<file path="src/cesel_defs.vh">
`ifndef CESEL_DEFS_VH
`define CESEL_DEFS_VH

// Register byte offset on APB
`define CESEL_ADDR_EDGE_SEL   12'h000
// Register reset value
`define CESEL_RST_EDGE_SEL    8'h00
// Field positions (low bit of each 2-bit field)
`define CESEL_FLD_CAP0        0
`define CESEL_FLD_CAP1        2
`define CESEL_FLD_CAP2        4
`define CESEL_FLD_CAP3        6
// Edge codes
`define CESEL_EDGE_NONE       2'b00
`define CESEL_EDGE_RISE       2'b01
`define CESEL_EDGE_FALL       2'b10
`define CESEL_EDGE_BOTH       2'b11

`endif

</file>
<file path="src/cesel_sync.v">
`timescale 1ns/1ns
`default_nettype none

module cesel_sync #(
   parameter WIDTH = 4
) (
   // Clock and reset
   input  wire             pclk,
   input  wire             presetn,
   // Asynchronous inputs and their synchronised copies
   input  wire [WIDTH-1:0] din,
   output reg  [WIDTH-1:0] dout
);

   reg [WIDTH-1:0] stage1;

   always @(posedge pclk or negedge presetn) begin
      if (!presetn) begin
         stage1 <= {WIDTH{1'b0}};
         dout   <= {WIDTH{1'b0}};
      end else begin
         stage1 <= din;
         dout   <= stage1;
      end
   end

endmodule // cesel_sync

`default_nettype wire

</file>
<file path="src/cesel_edge.v">
`timescale 1ns/1ns
`default_nettype none
`include "cesel_defs.vh"

module cesel_edge (
   // Clock and reset
   input  wire       pclk,
   input  wire       presetn,
   // Synchronised level and edge code
   input  wire       level,
   input  wire [1:0] mode,
   // One-cycle trigger
   output reg        trig
);

   reg  prev;
   wire rise;
   wire fall;

   assign rise = level & ~prev;
   assign fall = ~level & prev;

   always @(posedge pclk or negedge presetn) begin
      if (!presetn) begin
         prev <= 1'b0;
         trig <= 1'b0;
      end else begin
         prev <= level;
         case (mode)
            // disabled, no trigger
            `CESEL_EDGE_NONE: trig <= 1'b0;
            // rising only
            `CESEL_EDGE_RISE: trig <= rise;
            // falling only
            `CESEL_EDGE_FALL: trig <= fall;
            // both edges
            `CESEL_EDGE_BOTH: trig <= rise | fall;
            default:          trig <= 1'b0;
         endcase
      end
   end

endmodule // cesel_edge

`default_nettype wire

</file>
<file path="src/cesel_top.v">
// Contract
// code 00 disables capture trigger
// code 01 selects rising edge
// code 10 selects falling edge
// code 11 selects both edges
// bits 7:6 steer capture input 3
// bits 5:4 steer capture input 2
// bits 3:2 steer capture input 1
// bits 1:0 steer capture input 0
// reset clears register to zero
// register readable and writable, byte or bit
// synchronise inputs, one-cycle pulse per edge
`timescale 1ns/1ns
`default_nettype none
`include "cesel_defs.vh"

module cesel_top (
   // Clock and reset
   input  wire        pclk,
   input  wire        presetn,
   // APB slave
   input  wire        psel,
   input  wire        penable,
   input  wire        pwrite,
   input  wire [11:0] paddr,
   input  wire [31:0] pwdata,
   input  wire [3:0]  pstrb,
   output reg  [31:0] prdata,
   output reg         pready,
   output reg         pslverr,
   // Capture pins
   input  wire        capture_input_0,
   input  wire        capture_input_1,
   input  wire        capture_input_2,
   input  wire        capture_input_3,
   // Trigger pulses to capture logic
   output wire [3:0]  capture_trigger
);

   // Register map and reset image
   localparam [11:0]  ADDR_EDGE_SEL = `CESEL_ADDR_EDGE_SEL;
   localparam [7:0]   RST_EDGE_SEL  = `CESEL_RST_EDGE_SEL;
   // Number of capture inputs
   localparam integer NCAP          = 4;
   // Bus handshake states, one-hot
   localparam [1:0]   ST_IDLE       = 2'b01;
   localparam [1:0]   ST_ACCESS     = 2'b10;

   // Handshake state
   reg  [1:0]  state;
   reg  [1:0]  next_state;
   // Bus answer, next values
   reg  [31:0] next_prdata;
   reg         next_pready;
   reg         next_pslverr;
   // Edge-select register
   reg  [7:0]  capture_edge_select;
   reg  [7:0]  next_edge_select;
   // Bus decode
   wire        setup;
   wire        hit;
   wire        take_setup;
   wire        rd_setup;
   wire        wr_done;
   wire [7:0]  wr_byte;
   wire [31:0] rd_word;
   // Pins and field codes
   wire [3:0]  pins_raw;
   wire [3:0]  pins_sync;
   wire [7:0]  edge_mode;
   wire        cap0_edge_lo;
   wire        cap0_edge_hi;
   wire        cap1_edge_lo;
   wire        cap1_edge_hi;
   wire        cap2_edge_lo;
   wire        cap2_edge_hi;
   wire        cap3_edge_lo;
   wire        cap3_edge_hi;
   genvar      i;

   // Setup phase: select high, enable still low
   assign setup      = psel & ~penable;
   assign hit        = (paddr[11:2] == ADDR_EDGE_SEL[11:2]);
   assign take_setup = setup & (state == ST_IDLE);
   assign rd_setup   = take_setup & hit & ~pwrite;
   // write lands at the edge that ends the access
   assign wr_done    = psel & penable & pready & hit & pwrite & pstrb[0];
   assign wr_byte    = pwdata[7:0];
   // byte read, upper bits zero
   assign rd_word    = {24'h00_0000, capture_edge_select};

   // One access cycle after every setup
   always @* begin
      next_state = state;
      case (state)
         ST_IDLE: begin
            if (setup) begin
               next_state = ST_ACCESS;
            end
         end
         ST_ACCESS: begin
            next_state = ST_IDLE;
         end
         default: begin
            next_state = ST_IDLE;
         end
      endcase
   end

   always @* begin
      next_pready  = 1'b0;
      next_pslverr = 1'b0;
      next_prdata  = 32'h0000_0000;
      if (take_setup) begin
         next_pready  = 1'b1;
         next_pslverr = ~hit;
      end
      if (rd_setup) begin
         next_prdata = rd_word;
      end
   end

   // Single bits are set by read-modify-write
   always @* begin
      next_edge_select = capture_edge_select;
      if (wr_done) begin
         next_edge_select = wr_byte;
      end
   end

   always @(posedge pclk or negedge presetn) begin
      if (!presetn) begin
         state   <= ST_IDLE;
         prdata  <= 32'h0000_0000;
         pready  <= 1'b0;
         pslverr <= 1'b0;
      end else begin
         state   <= next_state;
         prdata  <= next_prdata;
         pready  <= next_pready;
         pslverr <= next_pslverr;
      end
   end

   always @(posedge pclk or negedge presetn) begin
      if (!presetn) begin
         // reset to zero
         capture_edge_select <= RST_EDGE_SEL;
      end else begin
         capture_edge_select <= next_edge_select;
      end
   end

   // bits 1:0, input 0
   assign cap0_edge_lo = capture_edge_select[`CESEL_FLD_CAP0];
   assign cap0_edge_hi = capture_edge_select[`CESEL_FLD_CAP0+1];
   // bits 3:2, input 1
   assign cap1_edge_lo = capture_edge_select[`CESEL_FLD_CAP1];
   assign cap1_edge_hi = capture_edge_select[`CESEL_FLD_CAP1+1];
   // bits 5:4, input 2
   assign cap2_edge_lo = capture_edge_select[`CESEL_FLD_CAP2];
   assign cap2_edge_hi = capture_edge_select[`CESEL_FLD_CAP2+1];
   // bits 7:6, input 3
   assign cap3_edge_lo = capture_edge_select[`CESEL_FLD_CAP3];
   assign cap3_edge_hi = capture_edge_select[`CESEL_FLD_CAP3+1];

   assign edge_mode = {cap3_edge_hi, cap3_edge_lo, cap2_edge_hi, cap2_edge_lo,
                       cap1_edge_hi, cap1_edge_lo, cap0_edge_hi, cap0_edge_lo};
   assign pins_raw  = {capture_input_3, capture_input_2, capture_input_1, capture_input_0};

   cesel_sync #(
      .WIDTH (NCAP)
   ) u_sync (
      .pclk    (pclk),
      .presetn (presetn),
      // two-stage pin synchroniser
      .din     (pins_raw),
      .dout    (pins_sync)
   );

   // One edge selector per capture input
   generate
      for (i = 0; i < NCAP; i = i + 1) begin : g_edge
         cesel_edge u_edge (
            .pclk    (pclk),
            .presetn (presetn),
            .level   (pins_sync[i]),
            .mode    (edge_mode[2*i+1:2*i]),
            .trig    (capture_trigger[i])
         );
      end
   endgenerate

endmodule // cesel_top

`default_nettype wire

</file>
<file path="config.mk">
export PLATFORM = sky130hd
export DESIGN_NAME = cesel_top
export DESIGN_NICKNAME = d
export VERILOG_FILES = /design/src/cesel_sync.v /design/src/cesel_edge.v /design/src/cesel_top.v
export VERILOG_INCLUDE_DIRS = /design/src
export SDC_FILE = /design/constraint.sdc
export NUM_CORES = 1
export LEC_CHECK = 0
export ABC_AREA = 0
export BUFFER_PORTS_ARGS = -buffer_cell sky130_fd_sc_hd__buf_4
export CORE_ASPECT_RATIO = 0.75
export CORE_MARGIN = 2
export CORE_UTILIZATION = 30
export DETAILED_ROUTE_END_ITERATION = 10
export HOLD_SLACK_MARGIN = 0.15
export SYNTH_ARGS = -nofsm -noshare
export SYNTH_HDL_FRONTEND = slang
export SYNTH_SLANG_ARGS = --single-unit
</file>
<file path="constraint.sdc">
create_clock -name pclk -period 1.15 [get_ports pclk]
set_input_delay 0 -clock pclk [delete_from_list [all_inputs] [get_ports pclk]]
set_output_delay 0 -clock pclk [all_outputs]
set_load 0.05 [all_outputs]
</file>
==> metrics.md <==
| Metric | Value |
|---|---|
| Instance count after placement with tap cells included | 251 |
| Die outline width | slightly below 90 µm |
| Register area share after synthesis | between 50% and 60% |
| Root Driver | sky130_fd_sc_hd__clkbuf_8 |
| Combined area of all synthesized cells | 0.00161 mm² |
| Final net count | 267 |
| Residual DRC | 0 |
| Antenna violations before repair | 0 |
| Sum of overflow across all layers after global routing | 0 |
| FF+latch area | 903 µm² |
| Global-route met1 utilization | 12.3% |
| Achievable Freq | 780 MHz |
| Proportion of layout cells with a drive suffix above 1 | 36.9% |
| Remaining number of nets flagged by the antenna check after routing | 0 |
| Area overhead of the layout relative to synthesis | 41.8% |
| Maximum number of pins on one net before global-route repair | 37 |
| Total detailed-routing wirelength | 2740 µm |
| Worst clock skew on the final layout | 0.00514 ns |
| Num ports | 95 |
| Met2 routing resource usage after global routing | 15.0% |
| Seq cells post-synth | 36 |
| Total Routing Usage GR | 9.88% |
| Post-layout min period | 1.28 ns |
| Worst IR drop on VDD | 0.625 mV |
| Per-instance average area after synthesis | 11.7 µm² |
| Number of detailed-routing iterations run before antenna repair | 2 |
| Number of warnings issued by yosys | 0 |
| Overall die area | roughly 0.006 mm² |
| Number of synthesized flops with an enable pin | 0 |
| Total power draw | 2800 µW |
| Port Buf Inserts | 41 |
| Most frequent cells in the layout | sky130_fd_sc_hd__buf_4 (46), sky130_fd_sc_hd__dfrtp_1 (34), sky130_fd_sc_hd__conb_1 (24), sky130_fd_sc_hd__dlygate4sd3_1 (18), sky130_fd_sc_hd__inv_1 (17) |
| Worst Path Required | 1.32 ns |
| Final instance area | 0.00229 mm² |
| Data arrival time of the worst path | ~1.5 ns |
| Result of the run | complete, but fails checks |
| Final core occ | 43.5% |
| Maximum buffer depth of the clock tree | 2 |
| Cell area after placement | around 0.0019 mm² |
| Dpl hpwl | 1910 µm |
| Detail-routed net length per standard cell | 9.87 µm |
| 1st-iter DRT viols | 28 |
| Setup-failing EPs final | 8 |
| Fraction of registers with async set or reset after synthesis | 100% |
| Crit share post-route | 111% |
| Total number of placement rows | 23 |
| Global routing's busiest layer | met2 |
| Ys flop type | sky130_fd_sc_hd__dfrtp_1 |
| CTS sink cnt | 36 |
| Global placement routability congestion | between 0.7 and 0.8 |
| Skew-Pair Late Insertion Delay | 0.29 ns |
| Power density normalized to cell area | about 1200 mW/mm² |
| Effective utilization at floorplan | slightly above 30% |
| Min setup slack post-route | -0.132 ns |
| Failing checks | setup timing |
| Chip height | 67.5 µm |
| Cells after synthesis | 138 |
| Number of max-cap violations | 0 |
| Area of combinational cells with multiple inputs | 594 µm² |
| Number of buffers created by CTS | 5 |
| Max Fanout on Critical Path | 8 |
| Fill cell total of the finished layout | 496 |
| Type of the worst setup path | flip-flop to flip-flop |
| Worst setup EP type | flip-flop |
| Total leakage power | 0.00114 µW |
| Wire length of the first global-routing pass | 4300 µm |
| Unrepaired setup endpoints after global routing | yes |
| Commonest non-fill, non-tap cell in the layout | sky130_fd_sc_hd__buf_4 |
| Vias | roughly 1000 |
| Worst hold-check path type | input port to flip-flop |
| Final cell count without fillers | around 280 |
| Startpoint class of the critical path | flip-flop |
| Final Hold Vio Count | 0 |
| H-Tree Depth | 2 |
| Core region area | 0.00527 mm² |
| Met3 Use GR | 4.40% |
| Via count of the first global-routing pass | roughly 1000 |
| Clock-pin slew reported for the worst setup and hold paths after clock tree synthesis | 0.07 ns |
| Setup slack after placement | -0.281 ns |
| Diode count | 0 |
| Count of pins over their slew limit | 0 |
| CTS tree | yes |
| Post-detailed-route via-to-cell ratio | around 3.7 |
| Unique cell type count in the Yosys netlist | 22 |
-- state kept, by name, summed over array words and instances, names as in the netlist --
signal	flops
g_edge.u_edge.trig	4
pslverr	1
pready	1
capture_edge_select	8
g_edge.u_edge.prev	4
prdata	8
state	2
u_sync.dout	4
u_sync.stage1	4
-- per-layer routing --
| metal | wire length, µm | part of all wire [%] |
|---|---|---|
| met2 | 1300 | 47 |
| met4 | 29 | 1.1 |
| met3 | 162 | 5.9 |
| met5 | 0 | 0 |
| met1 | 1250 | 46 |
-- cells by family (layout without fill, tap and decap cells) --
| family | after synthesis | after routing | share of synthesized area [%] |
|---|---|---|---|
| AOI/OAI and AO/OA | 8 | 8 | 2.64 |
| adders and majority gates | 8 | 8 | 6.20 |
| buffers and inverters | 47 | 89 | 17.7 |
| DFF | 36 | 36 | 55.9 |
| muxes | 8 | 8 | 5.58 |
| other | 1 | 24 | 0.232 |
| and+or+nand+nor | 30 | 30 | 11.8 |
-- cells in the mapped netlist, drive strengths merged (2+ instances only) --
library cell | number | area (µm²)
nor4 | 2 | 25.0
nand2 | 5 | 18.8
ha | 8 | 100
buf | 29 | 218
nor3 | 8 | 40.0
inv | 17 | 63.8
nor2b | 6 | 37.5
dfrtp | 35 | 876
nor4bb | 2 | 20.0
o21ai | 7 | 35.0
mux2 | 8 | 90.1
-- power by group --
group	internal, µW	total (µW)	switching, µW	leakage (µW)
clock network	643	1080	440	0.0000552
logic	136	401	265	0.000621
registers	1300	1310	14.5	0.000468
total	2080	2800	719	0.00114
-- worst max-delay path: stages (launching register included) --
cell and delay, ns:
sky130_fd_sc_hd__dfrtp_2 0.36, sky130_fd_sc_hd__and3_1 0.15, sky130_fd_sc_hd__and4_4 0.34, sky130_fd_sc_hd__mux2_4 0.32
-- per-stage QoR --
step	hold WS, ns	setup TNS [ns]
floorplan	-0.296	-2.21
global placement	-0.0156	-2.25
detailed placement	-0.0150	-2.62
CTS	0.136	-0.950
global route	0.200	-1.61
finish	0.185	-1.01
-- what timing repair did --
item / in CTS / in global routing
endpoints found under the setup margin: 16 / 15
hold endpoints to repair: 57 / 0
hold buffers: 18 / 0
pin swaps: 0 / 1
setup buffers: 0 / 1
gates resized for setup: 6 / 16
-- final timing paths --
path,from,to,slack (ns),depth (start not counted)
max,pready,capture_edge_select[1],-0.13,3
min,paddr[4],prdata[5],0.18,5
max reg2reg,pready,capture_edge_select[1],-0.13,3
min reg2reg,u_sync.stage1[2],u_sync.dout[2],0.35,0
max in group asynchronous,presetn,state[0],0.60,2
min in group asynchronous,presetn,prdata[2],0.20,2
-- cell type report --
class	count	area share, %
sequential	36	39.5
clock inverter	2	1.53
timing repair buffer	64	23.0
inverter	17	2.79
multi-input combinational	78	26.0
clock buffer	6	3.17
tap	75	4.10
Power figures use the tool's default switching activity.
